`config.mk`:
```
export PLATFORM = sky130hd
export DESIGN_NAME = video_output_luma_ctrl
export DESIGN_NICKNAME = d
export VERILOG_FILES = /design/src/video_ctrl_pkg.sv /design/src/video_output_luma_ctrl.sv
export SDC_FILE = /design/constraint.sdc
export NUM_CORES = 1
export LEC_CHECK = 0
export ABC_AREA = 1
export BUFFER_PORTS_ARGS = -buffer_cell sky130_fd_sc_hd__buf_4
export CORE_MARGIN = 4
export CORE_UTILIZATION = 40
export DETAILED_ROUTE_END_ITERATION = 12
export HOLD_SLACK_MARGIN = 0.03
export PLACE_DENSITY_LB_ADDON = 0.12
export SLEW_MARGIN = 20
export SYNTH_ARGS = -nofsm -noshare
export SYNTH_HDL_FRONTEND = slang
export SYNTH_SLANG_ARGS = --single-unit
export TNS_END_PERCENT = 10
```
`constraint.sdc`:
```
create_clock -name clk_sys -period 1.75 [get_ports clk_sys]
set_input_delay 0.35 -clock clk_sys [delete_from_list [all_inputs] [get_ports clk_sys]]
set_output_delay 0.35 -clock clk_sys [all_outputs]
set_load 0.01 [all_outputs]
```
`src/video_ctrl_pkg.sv`:
```
// Constants, field layout and carrier types for the decoder control register group
package video_ctrl_pkg;

   // ==========================================================
   // Register entries, printed indices and chosen indices
   // ==========================================================
   localparam int NREG = 8;
   localparam int E_MISC = 0;
   localparam int E_MASK = 1;
   localparam int E_KILL = 2;
   localparam int E_LUMA1 = 3;
   localparam int E_LUMA2 = 4;
   localparam int E_BRIGHT = 5;
   localparam int E_SAT = 6;
   localparam int E_AUX = 7;
   localparam logic [7:0] IDX_MISC = 8'h03;
   localparam logic [7:0] IDX_MASK = 8'h04;
   localparam logic [7:0] IDX_KILL = 8'h06;
   localparam logic [7:0] IDX_LUMA1 = 8'h07;
   localparam logic [7:0] IDX_LUMA2 = 8'h08;
   localparam logic [7:0] IDX_BRIGHT = 8'h09;
   localparam logic [7:0] IDX_SAT = 8'h0A;
   localparam logic [7:0] IDX_AUX = 8'h10;
   localparam logic [7:0] IDX_STATUS = 8'h11;
   localparam logic [NREG-1:0][7:0] REG_INDEX = {IDX_AUX, IDX_SAT, IDX_BRIGHT,
      IDX_LUMA2, IDX_LUMA1, IDX_KILL, IDX_MASK, IDX_MISC};

   // ==========================================================
   // Reset values and writable bits
   // ==========================================================
   localparam logic [7:0] RST_MASK_SECAM_ON = 8'hDC;
   localparam logic [NREG-1:0][7:0] REG_RESET = {8'h07, 8'h80, 8'h80,
      8'h00, 8'h60, 8'h10, 8'hFC, 8'h01};
   localparam logic [NREG-1:0][7:0] REG_WMASK = {8'h0F, 8'hFF, 8'hFF,
      8'h4F, 8'hFF, 8'h7F, 8'h3C, 8'hFF};

   // ==========================================================
   // Field positions
   // ==========================================================
   localparam int MISC_PIN27_VBLANK = 7;
   localparam int MISC_GP_LEVEL = 6;
   localparam int MISC_GP_EN = 5;
   localparam int MISC_LOCK_SEL = 4;
   localparam int MISC_PIX_EN = 3;
   localparam int MISC_SYNC_EN = 2;
   localparam int MISC_VBLANK_ON = 1;
   localparam int MISC_CLK_EN = 0;
   localparam int MASK_LSB = 2;
   localparam int KILL_MODE_LSB = 5;
   localparam int LUMA1_DOUBLE = 7;
   localparam int LUMA1_NO_PEDESTAL = 6;
   localparam int LUMA1_NO_HEADER = 5;
   localparam int LUMA1_VBI_BYPASS = 4;
   localparam int LUMA2_TRAP = 6;
   localparam int LUMA2_PEAK_LSB = 2;
   localparam int AUX_VBI_PIX_EN = 0;
   localparam int AUX_PIN27_SHARED = 1;
   localparam int AUX_PIN24_PAL = 2;
   localparam int AUX_PIN23_FIELD = 3;

   // ==========================================================
   // Codes and types
   // ==========================================================
   localparam logic [1:0] KILL_FORCE = 2'h2;
   localparam logic [1:0] KILL_OFF = 2'h3;
   localparam logic [1:0] AGC_FORCE_OFF = 2'h2;
   localparam logic [1:0] AGC_FORCE_ON = 2'h3;
   localparam logic [1:0] RESP_OKAY = 2'h0;
   localparam logic [1:0] RESP_SLVERR = 2'h2;

   typedef enum logic [1:0] {WR_ACCEPT, WR_COMMIT, WR_RESPOND} wr_state_t;

   typedef struct packed {
      logic [3:0] standardMask;
      logic killerAuto;
      logic killerForce;
      logic killerDisable;
      logic [4:0] killerThreshold;
      logic lumaDoubleRate;
      logic pedestalAbsent;
      logic rawHeaderSuppress;
      logic [3:0] lumaDelay;
      logic chromaTrapSelect;
      logic [1:0] peakingGain;
      logic agcAuto;
      logic agcDetectOn;
      logic [7:0] brightness;
      logic [7:0] saturation;
   } ctrl_t;

endpackage

```
`src/video_output_luma_ctrl.sv`:
```
// Register group for output enables, shared pins, autoswitch masks and luma control
//
// The AXI4-Lite register port was decided locally.
`timescale 1ns/10ps

// Functional notes
// - General-purpose pin drives bit 6 level while bit 5 enables it; both reset 0.
// - Lock select 0 passes PAL and field signals; 1 passes lock flags.
// - Local pixel bus enable bit 3 resets 0, zero keeps bus released.
// - Bit 2 enables sync, PAL, active video and field outputs; reset 0.
// - Bit 1 turns vertical blank indication on; reset off.
// - Bit 0 enables pixel clock output; reset 1.
// - Pixel bus active only when local and VBI enables both set.
// - Each autoswitch mask bit set excludes its standard.
// - Mask resets FCh or DCh depending on device variant.
// - Killer mode: 00 automatic, 10 forced zero colour, 11 disabled.
// - Five-bit killer threshold, reset 10000.
// - Luma bit 7 forces double-rate luma all frame, over bit 4.
// - Bit 4 gives double-rate luma only during vertical blanking.
// - Bit 6 flags pedestal absent; reset 1.
// - Bit 5 suppresses raw ancillary headers; reset 1.
// - Four-bit signed luma delay, reset 0000.
// - Second luma bit 6 selects chroma trap instead of comb.
// - Two-bit peaking gain, reset 00.
// - AGC detect codes 00/01 auto, 10 forced off, 11 forced on.
// - Brightness eight bits, reset 128.
// - Saturation eight bits, reset 128.
// - Shared pin 27: bit 7 picks general-purpose or vertical blank.
module video_output_luma_ctrl #(
   parameter int ADDR_W = 10,
   parameter bit SECAM_MASKED = 1'b1
) (
   input wire logic clk_sys,
   input wire logic rstn,
   input wire logic [ADDR_W-1:0] awaddr,
   input wire logic awvalid,
   output logic awready,
   input wire logic [31:0] wdata,
   input wire logic [3:0] wstrb,
   input wire logic wvalid,
   output logic wready,
   output logic [1:0] bresp,
   output logic bvalid,
   input wire logic bready,
   input wire logic [ADDR_W-1:0] araddr,
   input wire logic arvalid,
   output logic arready,
   output logic [31:0] rdata,
   output logic [1:0] rresp,
   output logic rvalid,
   input wire logic rready,
   input wire logic inVerticalBlank,
   input wire logic verticalSync,
   input wire logic palLineIndicator,
   input wire logic fieldIdentifier,
   input wire logic genlockControlOut,
   input wire logic horizontalLockFlag,
   input wire logic verticalLockFlag,
   output video_ctrl_pkg::ctrl_t ctrl,
   output logic pixelBusOe,
   output logic syncOutputsOe,
   output logic clockOutOe,
   output logic verticalBlankIndication,
   output logic sharedPin27Out,
   output logic sharedPin27Oe,
   output logic pin24Out,
   output logic pin23Out
);

   // ==========================================================
   // Elaboration check
   // ==========================================================
   // Indices are taken from address bits 9:2, so the byte address needs at least ten bits
   if (ADDR_W < 10) begin : g_bad_width
      $error("ADDR_W must be at least 10");
   end

   // ==========================================================
   // Write channel
   // ==========================================================
   video_ctrl_pkg::wr_state_t wState;
   logic [7:0] wrIndex, wrData, rdIndex, rdValue, statusValue;
   logic wrAligned, wrLane, rdMapped;
   logic [video_ctrl_pkg::NREG-1:0][7:0] regs;
   logic [video_ctrl_pkg::NREG-1:0] wrHit, rdHit;

   // Address and data may arrive in either order; each is held once taken
   always_ff @(posedge clk_sys) begin
      if (!rstn) begin
         wState <= video_ctrl_pkg::WR_ACCEPT;
         awready <= 1'b1;
         wready <= 1'b1;
         bvalid <= 1'b0;
         bresp <= video_ctrl_pkg::RESP_OKAY;
         wrIndex <= 8'h00;
         wrAligned <= 1'b0;
         wrData <= 8'h00;
         wrLane <= 1'b0;
      end else begin
         case (wState)
            video_ctrl_pkg::WR_ACCEPT: begin
               if (awvalid && awready) begin
                  wrIndex <= awaddr[9:2];
                  wrAligned <= (awaddr[1:0] == 2'h0) && ((awaddr >> 10) == '0);
                  awready <= 1'b0;
               end
               if (wvalid && wready) begin
                  wrData <= wdata[7:0];
                  wrLane <= wstrb[0];
                  wready <= 1'b0;
               end
               if ((!awready || awvalid) && (!wready || wvalid)) begin
                  wState <= video_ctrl_pkg::WR_COMMIT;
               end
            end
            video_ctrl_pkg::WR_COMMIT: begin
               bvalid <= 1'b1;
               bresp <= (wrAligned && (|wrHit || wrIndex == video_ctrl_pkg::IDX_STATUS)) ?
                  video_ctrl_pkg::RESP_OKAY : video_ctrl_pkg::RESP_SLVERR;
               wState <= video_ctrl_pkg::WR_RESPOND;
            end
            video_ctrl_pkg::WR_RESPOND: begin
               if (bready) begin
                  bvalid <= 1'b0;
                  awready <= 1'b1;
                  wready <= 1'b1;
                  wState <= video_ctrl_pkg::WR_ACCEPT;
               end
            end
            default: begin
               wState <= video_ctrl_pkg::WR_ACCEPT;
            end
         endcase
      end
   end

   // ==========================================================
   // Register storage
   // ==========================================================
   // The mask register default depends on the device variant
   localparam logic [7:0] MASK_RESET = SECAM_MASKED ?
      video_ctrl_pkg::REG_RESET[video_ctrl_pkg::E_MASK] : video_ctrl_pkg::RST_MASK_SECAM_ON;

   for (genvar i = 0; i < video_ctrl_pkg::NREG; i++) begin : g_reg
      localparam logic [7:0] RST_VAL = (i == video_ctrl_pkg::E_MASK) ?
         MASK_RESET : video_ctrl_pkg::REG_RESET[i];
      assign wrHit[i] = wrIndex == video_ctrl_pkg::REG_INDEX[i];
      assign rdHit[i] = rdIndex == video_ctrl_pkg::REG_INDEX[i];
      always_ff @(posedge clk_sys) begin
         if (!rstn) begin
            regs[i] <= RST_VAL;
         end else if (wState == video_ctrl_pkg::WR_COMMIT && wrLane && wrAligned && wrHit[i]) begin
            regs[i] <= wrData & video_ctrl_pkg::REG_WMASK[i];
         end
      end
   end

   // ==========================================================
   // Read channel
   // ==========================================================
   assign rdIndex = araddr[9:2];
   assign statusValue = {5'h00, sharedPin27Oe, ctrl.lumaDoubleRate, pixelBusOe};

   always_comb begin
      rdValue = 8'h00;
      rdMapped = (araddr[1:0] == 2'h0) && ((araddr >> 10) == '0);
      if (rdIndex == video_ctrl_pkg::IDX_STATUS) begin
         rdValue = statusValue;
      end else if (|rdHit) begin
         for (int k = 0; k < video_ctrl_pkg::NREG; k++) begin
            if (rdHit[k]) begin
               rdValue = regs[k];
            end
         end
      end else begin
         rdMapped = 1'b0;
      end
   end

   always_ff @(posedge clk_sys) begin
      if (!rstn) begin
         arready <= 1'b1;
         rvalid <= 1'b0;
         rdata <= 32'h0000_0000;
         rresp <= video_ctrl_pkg::RESP_OKAY;
      end else if (arvalid && arready) begin
         arready <= 1'b0;
         rvalid <= 1'b1;
         rdata <= rdMapped ? {24'h000000, rdValue} : 32'h0000_0000;
         rresp <= rdMapped ? video_ctrl_pkg::RESP_OKAY : video_ctrl_pkg::RESP_SLVERR;
      end else if (rvalid && rready) begin
         rvalid <= 1'b0;
         arready <= 1'b1;
      end
   end

   // ==========================================================
   // Output pin control
   // ==========================================================
   logic [7:0] misc, aux;
   assign misc = regs[video_ctrl_pkg::E_MISC];
   assign aux = regs[video_ctrl_pkg::E_AUX];

   always_ff @(posedge clk_sys) begin
      if (!rstn) begin
         pixelBusOe <= 1'b0;
         syncOutputsOe <= 1'b0;
         clockOutOe <= 1'b1;
         verticalBlankIndication <= 1'b0;
      end else begin
         pixelBusOe <= misc[video_ctrl_pkg::MISC_PIX_EN] & aux[video_ctrl_pkg::AUX_VBI_PIX_EN];
         syncOutputsOe <= misc[video_ctrl_pkg::MISC_SYNC_EN];
         clockOutOe <= misc[video_ctrl_pkg::MISC_CLK_EN];
         verticalBlankIndication <= misc[video_ctrl_pkg::MISC_VBLANK_ON];
      end
   end

   // Pin 27 is released when it carries the interrupt function, which lives elsewhere
   always_ff @(posedge clk_sys) begin
      if (!rstn || !aux[video_ctrl_pkg::AUX_PIN27_SHARED]) begin
         sharedPin27Out <= 1'b0;
         sharedPin27Oe <= 1'b0;
      end else if (misc[video_ctrl_pkg::MISC_PIN27_VBLANK]) begin
         sharedPin27Out <= misc[video_ctrl_pkg::MISC_VBLANK_ON] & inVerticalBlank;
         sharedPin27Oe <= 1'b1;
      end else begin
         sharedPin27Out <= misc[video_ctrl_pkg::MISC_GP_LEVEL];
         sharedPin27Oe <= misc[video_ctrl_pkg::MISC_GP_EN];
      end
   end

   always_ff @(posedge clk_sys) begin
      if (!rstn) begin
         pin24Out <= 1'b0;
         pin23Out <= 1'b0;
      end else begin
         if (!aux[video_ctrl_pkg::AUX_PIN24_PAL]) begin
            pin24Out <= verticalSync;
         end else if (misc[video_ctrl_pkg::MISC_LOCK_SEL]) begin
            pin24Out <= horizontalLockFlag;
         end else begin
            pin24Out <= palLineIndicator;
         end
         if (!aux[video_ctrl_pkg::AUX_PIN23_FIELD]) begin
            pin23Out <= genlockControlOut;
         end else if (misc[video_ctrl_pkg::MISC_LOCK_SEL]) begin
            pin23Out <= verticalLockFlag;
         end else begin
            pin23Out <= fieldIdentifier;
         end
      end
   end

   // ==========================================================
   // Processing controls
   // ==========================================================
   logic [7:0] kill, luma1, luma2;
   assign kill = regs[video_ctrl_pkg::E_KILL];
   assign luma1 = regs[video_ctrl_pkg::E_LUMA1];
   assign luma2 = regs[video_ctrl_pkg::E_LUMA2];

   always_ff @(posedge clk_sys) begin
      if (!rstn) begin
         ctrl <= '0;
      end else begin
         ctrl.standardMask <= regs[video_ctrl_pkg::E_MASK][video_ctrl_pkg::MASK_LSB +: 4];
         // killer mode decode, reserved code treated as automatic
         ctrl.killerForce <= kill[video_ctrl_pkg::KILL_MODE_LSB +: 2] == video_ctrl_pkg::KILL_FORCE;
         ctrl.killerDisable <= kill[video_ctrl_pkg::KILL_MODE_LSB +: 2] == video_ctrl_pkg::KILL_OFF;
         ctrl.killerAuto <= !kill[video_ctrl_pkg::KILL_MODE_LSB + 1];
         ctrl.killerThreshold <= kill[4:0];
         ctrl.lumaDoubleRate <= luma1[video_ctrl_pkg::LUMA1_DOUBLE] |
            (luma1[video_ctrl_pkg::LUMA1_VBI_BYPASS] & inVerticalBlank);
         ctrl.pedestalAbsent <= luma1[video_ctrl_pkg::LUMA1_NO_PEDESTAL];
         ctrl.rawHeaderSuppress <= luma1[video_ctrl_pkg::LUMA1_NO_HEADER];
         ctrl.lumaDelay <= luma1[3:0];
         ctrl.chromaTrapSelect <= luma2[video_ctrl_pkg::LUMA2_TRAP];
         ctrl.peakingGain <= luma2[video_ctrl_pkg::LUMA2_PEAK_LSB +: 2];
         ctrl.agcAuto <= !luma2[1];
         ctrl.agcDetectOn <= luma2[1:0] == video_ctrl_pkg::AGC_FORCE_ON;
         ctrl.brightness <= regs[video_ctrl_pkg::E_BRIGHT];
         ctrl.saturation <= regs[video_ctrl_pkg::E_SAT];
      end
   end
endmodule

```
After elaboration in Yosys (flattened, before gate mapping)

Cells that the tools add are included.

Register bits after elaboration: 163
Input bits: 70

Eq/ne operators: 27
Muxes and demuxes: 35
Bitwise gates (word level): 4
Reduce and logical (&&, ||, !) cells: 40

Operators by type and width:

| kind                                          | count |
|---|---|
| two-way mux 8 bit                             | 11 |
| == test 8 x 3 -> 1 bit, second input constant | 6 |
| == test 8 x 4 -> 1 bit, second input constant | 6 |
| == test 8 x 5 -> 1 bit, second input constant | 4 |
| == test 8 x 2 -> 1 bit, second input constant | 2 |
| logical AND 1 bit                             | 16 |
| two-way mux 1 bit                             | 16 |
| OR reduction 8 bit                            | 2 |
| == test 2 bit, second input constant          | 4 |
| two-way mux 2 bit                             | 4 |
| != test 2 bit, second input constant          | 4 |
| AND reduction 2 bit                           | 4 |
| logical NOT 1 bit                             | 6 |
| logical NOT 2 bit                             | 3 |
| case mux 1 bit (2 select lines)               | 3 |
| case mux 2 bit (3 select lines)               | 1 |
| AND reduction 3 bit                           | 2 |
| nonzero test 2 bit                            | 3 |
| logical OR 1 bit                              | 4 |
| bitwise AND 1 bit                             | 3 |
| == test 2 x 1 -> 1 bit, second input constant | 1 |
| OR 1 bit                                      | 1 |

Longest topological paths before layout

Depth after elaboration: 12
Mapped depth: 13
Gate-level depth less buffers: 13

Worst setup path after synthesis

Ideal clock, no wire load.

Path kind: input port to flip-flop
From: input araddr[7]
To: register rdata[0]
Arrival: 1332 ps
Data required time: 1614 ps
Path slack: 281 ps
Cell stages on the path: 12
Cell sequence: nor2_2 > nand2_4 > nor2_1 > nand3_1 > clkinv_2 > nand2_1 > o21ai_0 > nand2_1 > nand2_1 > nand2_1 > nand2_1 > a21oi_2

Longest elaborated chain between the ends: 12
Elaborated cells on any way between the ends: 23
Those cells by class: eq/ne: 9; mux: 13; reduce/logical: 1

RTL lines:

| item                           | RTL line                      | text |
|---|---|---|
| start: declaration             | video_output_luma_ctrl.sv:45  | `input wire logic [ADDR_W-1:0] araddr,` |
| == test 8 x 2 -> 1 bit         | video_output_luma_ctrl.sv:148 | `assign rdHit[i] = rdIndex == video_ctrl_pkg::REG_INDEX[i];` |
| two-way mux 8 bit (8 in a row) | video_output_luma_ctrl.sv:171 | `if (rdHit[k]) begin` |
| two-way mux 8 bit              | video_output_luma_ctrl.sv:169 | `end else if (\|rdHit) begin` |
| two-way mux 8 bit              | video_output_luma_ctrl.sv:167 | `if (rdIndex == video_ctrl_pkg::IDX_STATUS) begin` |
| two-way mux 8 bit (*)          | video_output_luma_ctrl.sv:189 | `rdata <= rdMapped ? {24'h000000, rdValue} : 32'h0000_0000;` |
| end signal: assignment         | video_output_luma_ctrl.sv:189 |  |
| end: declaration               | video_output_luma_ctrl.sv:48  | `output logic [31:0] rdata,` |

Mark *: on every way between the ends. The rest lies on a longest branch, timed or not.
A chain may end at the register's enable or synchronous reset.

Worst setup path after layout

From: register wrIndex[6]
To: register regs, in the netlist luma1[0]

Longest elaborated chain between the ends: 2

RTL lines:

| item                           | RTL line                      | text |
|---|---|---|
| start: declaration             | video_output_luma_ctrl.sv:82  | `logic [7:0] wrIndex, wrData, rdIndex, rdValue, statusValue;` |
| start signal: assignment       | video_output_luma_ctrl.sv:103 | `wrIndex <= awaddr[9:2];` |
| == test 8 x 3 -> 1 bit         | video_output_luma_ctrl.sv:147 | `assign wrHit[i] = wrIndex == video_ctrl_pkg::REG_INDEX[i];` |
| logical AND 1 bit              | video_output_luma_ctrl.sv:152 | `end else if (wState == video_ctrl_pkg::WR_COMMIT && wrLane && wrAligned && wrHit[i]) begin` |
| end signal: indexed assignment | video_output_luma_ctrl.sv:153 | `regs[i] <= wrData & video_ctrl_pkg::REG_WMASK[i];` |
| end: declaration               | video_output_luma_ctrl.sv:84  | `logic [video_ctrl_pkg::NREG-1:0][7:0] regs;` |

Every way passes these cells.

==> results.md <==
- The initial core utilization is 41.4%.
- The number of buffers inserted for hold repair after clock tree synthesis is 0.
- The number of antenna diodes in the final layout is 0.
- The final-report setup violation count is 0.
- The part of the Yosys area used for sequential elements is 49.1%.
- The overall routed net length is 14.8 mm.
- The standard-cell row count is 42.
- The area occupied by registers is 2720 um2.
- The final net count is 907.
- The startpoint of the lowest-slack hold path is verticalSync.
- The worst hold slack after final layout is 147 ps.
- The slowest stage of the critical path belongs to the cell dfxtp_1.
- In the post-synthesis netlist, the biggest area contributors are dfxtp_1 (49%), nand2_1 (10%), inv_1 (6.7%).
- In this run the power density over the cells is roughly 1000 nW/um2.
- The count of nets left with antenna violations once routing finished came out at 0.
- Setup slack on the worst reg-to-reg path comes out at 150 ps.
- Clock-pin slew was measured on the worst setup and hold paths at 60 ps.
- The count of port buffers added during placement is 105.
- Across the run, the number of max-cap violations was 0.
- The total overflow left after global routing is 0.
- The netlist uses 39 different library cells.
- Summed over all instances, the cell type with the most area after synthesis is dfxtp_1.
- The share of the clock period used by the worst path is slightly above 90%.
- The number of global-route vias before repair came to 4,608.
- Routability-driven placement finished with a final weighted congestion of slightly below 1.
- The cell count after synthesis came out at 709.
- The average size of a mapped cell is 7.82 um2.
- The die is about 130 um wide.
- After floorplanning, the core was sized to cover 13,400 um2.
- The non-filler instance count after layout is 1,025.
- Setup repair after global routing could not meet its margin everywhere.
- The vias after detailed routing is 4,844.
- In the post-synthesis netlist, the cell with the most instances is nand2_1.
- The number of design rule violations left after detail routing is 0.
- The critical path crosses 10 cells after its start point.
- The family of cells with the greatest summed delay on the critical path is simple AND/OR/NAND/NOR gates.
- The longest clock path from root to sink contains 2 buffers.
- In the synthesized netlist the async set-or-reset flop fraction comes to 0%.
- For the final database, setup skew stands at 7.51 ps.
- Summed over all nets, the half-perimeter wirelength after detailed placement is 11.2 mm.
- The worst flop-to-flop path startpoint is wrIndex[6]$_SDFFE_PN0P_.
- TritonCTS built the clock tree.
- The clock root buffer master is clkbuf_16.
- The kind of path behind the tightest hold check is primary input to flop.
- The area taken by multi-input logic gates is 2200 um2.
- The post-route netlist has 24.9% of its cells at a drive strength greater than 1.
- Summed over its instances, the top area cell type makes up 49.1% of the synthesized netlist area.
- For this design the static power due to leakage is 3.51 nW.
- The number of violations reported at the end of detailed-routing iteration 0 is 351.
- The post-detailed-route wirelength per cell is 14.5 um.
- The final core area utilization is 53.3%.
- The signed area change from the synthesized netlist to the final layout is 28.8%.
- The Yosys warning count is 0.
- The total routing usage reported by global routing is about a fifth.
- Once the clock tree was built, the resizer swapped 0 gates to a different size.
- The end of the worst register-to-register path is luma1[0]$_SDFFE_PN0P_.
- The clock insertion delay at the later pin of the skew report is 430 ps.
- The worst hold path stage count is 3.
- The number of buffers and inverters on the critical path is 3.
- After synthesis, the most frequently instantiated cells are nand2_1 (148), dfxtp_1 (136), inv_1 (99), o21ai_0 (54), a21oi_1 (53).
- Dividing the detail-routed via count by the number of cells gives around 4.7.
- The number of clock sinks is about 140.
- The final-report hold violation count was 0.
- The kind of critical path is flop to flop.
- The cell area after technology mapping is roughly 5500 um2.
- Synthesis inferred 136 register bits.
- The worst setup path is launched from a flop.
- The final critical-path required period is 1600 ps.
- In this run the worst path has a maximum fanout of 6.
- The first detailed-routing pass took 5 iterations.
- The first global-routing pass estimated about 23 mm of wire.
- The floorplan step defined a die boundary enclosing about 16,000 um2.
- IR analysis of the VDD net gives a maximum drop of 0.624 mV.
- For hold timing, the worst endpoint is pin24Out$_SDFF_PN0_.
- The number of max-slew violations in the final report is 0.
- The number of buffers inserted by post-CTS setup repair is 0.
- For this run, the top clock speed supported by timing is 625 MHz.
- The most instantiated flip-flop cell in the synthesis netlist is dfxtp_1.
- The worst register-to-register path has a depth of 10.
- The maximum level of the CTS H-tree is 4.
- The flow ran to the end, and the final reports show no timing, DRC or antenna violations.
- The worst setup path is captured at a flop.
- The number of buffers created by CTS is 17.
- The delay of the slowest critical-path stage is about 320 ps.
- The number of synthesized flops with an enable pin is 0.
- Traced cell by cell, the critical path runs through nor2_2 -> nand2_1 -> nor2_2 -> inv_2 -> nor2_4 -> inv_2 -> nor3_4 -> buf_4 -> nor2_1 -> a211oi_1.
- The I/O pin count is between 150 and 200.
- Entering global routing, the biggest net connects 28 pins.
- STA puts the critical path data required time at 2080 ps.
- For the worst setup path, the data arrival time is roughly 1900 ps.
- The count of fill cells added during filler insertion is between 1,000 and 1,500.
- In this run the vertical extent of the chip is 126 um.
- The initial antenna violation count came to 0.
- After detailed placement, the design holds a cell count of 994.
cell families (layout without fill, tap and decap cells):
logic type	count (synthesis)	count (layout)	synth area share, %
flops	136	136	49.1
other cells	1	26	0.0676
simple gates	261	261	21.9
compound gates	153	153	16.0
buf+inv	158	273	12.9
power breakdown:
part	internal (W)	leakage (nW)	switching, W
Sequential	0.00318	1.11	0.0000567
Combinational	0.000210	2.14	0.000387
Clock	0.00215	0.265	0.00133
Total	0.00554	3.51	0.00177
state kept, by name, indices dropped and copies added (netlist names), 2 cells and up:
| name | flops |
|---|---|
| luma1 | 8 |
| wState | 2 |
| aux | 4 |
| wrData | 8 |
| luma2 | 5 |
| regs | 21 |
| ctrl | 40 |
| wrIndex | 8 |
| kill | 7 |
| rdata | 8 |
| misc | 8 |
layout make-up:
| type | count | area share [%] |
|---|---|---|
| inverter | 112 | 5.97 |
| sequential | 136 | 38.1 |
| tap | 176 | 3.08 |
| clock buffer | 19 | 6.34 |
| clock inverter | 12 | 1.79 |
| timing repair buffer | 130 | 13.8 |
| multi-input combinational | 440 | 30.9 |
how the worst max path moves through the flow:
stage | from | endpoint | slack, ps
CTS | wState[1]$_SDFFE_PN0P_ | luma2[3]$_SDFFE_PN0P_ | 70
global route | wState[1]$_SDFFE_PN0P_ | regs[48]$_SDFFE_PN0P_ | -50
global placement | araddr[7] | rdata[6]$_SDFFE_PN0P_ | 6
floorplan | araddr[7] | rdata[0]$_SDFFE_PN0P_ | 280
finish | wrIndex[6]$_SDFFE_PN0P_ | luma1[0]$_SDFFE_PN0P_ | 150
detailed placement | araddr[7] | rdata[6]$_SDFFE_PN0P_ | -0.2
layout by cell type (no fill, tap or decap), types with 8 or more instances in the layout:
| cell type | instances |
|---|---|
| a211oi_1 | 11 |
| a21oi_1 | 53 |
| buf_4 | 129 |
| clkbuf_16 | 17 |
| conb_1 | 26 |
| dfxtp_1 | 136 |
| inv_1 | 99 |
| inv_2 | 10 |
| nand2_1 | 148 |
| nand3_1 | 29 |
| nor2_1 | 42 |
| nor3_1 | 8 |
| o211ai_1 | 16 |
| o21ai_0 | 54 |
per-layer routing:
metal / part of all wire (%) / routed length (um) / up-vias / GRT usage [%]
met1: 44 / 6470 / 2192 / 24.0
met5: 0 / 0 / - / 0
met2: 47 / 6930 / 160 / 29.7
met3: 7.3 / 1090 / 22 / 5.29
met4: 2.3 / 337 / 0 / 8.14
li1: - / - / 2470 / -
tightest hold or removal path: stages:
cell	delay, ps
buf_4	80
o211ai_1	70
inv_1	50
through the flow:
| stage | setup slack [ps] | area, um2 | setup TNS (ps) | total power [W] |
|---|---|---|---|---|
| global route | -48.9 | 7140 | -74.5 | 0.00760 |
| detailed placement | -0.155 | 6550 | -0.155 | 0.00390 |
| finish | 150 | 7140 | 0 | 0.00732 |
| floorplan | 281 | 5640 | 0 | 0.00367 |
| global placement | 6.44 | 6550 | 0 | 0.00389 |
| CTS | 73.3 | 7130 | 0 | 0.00738 |
(Power assumes the default switching activity.)
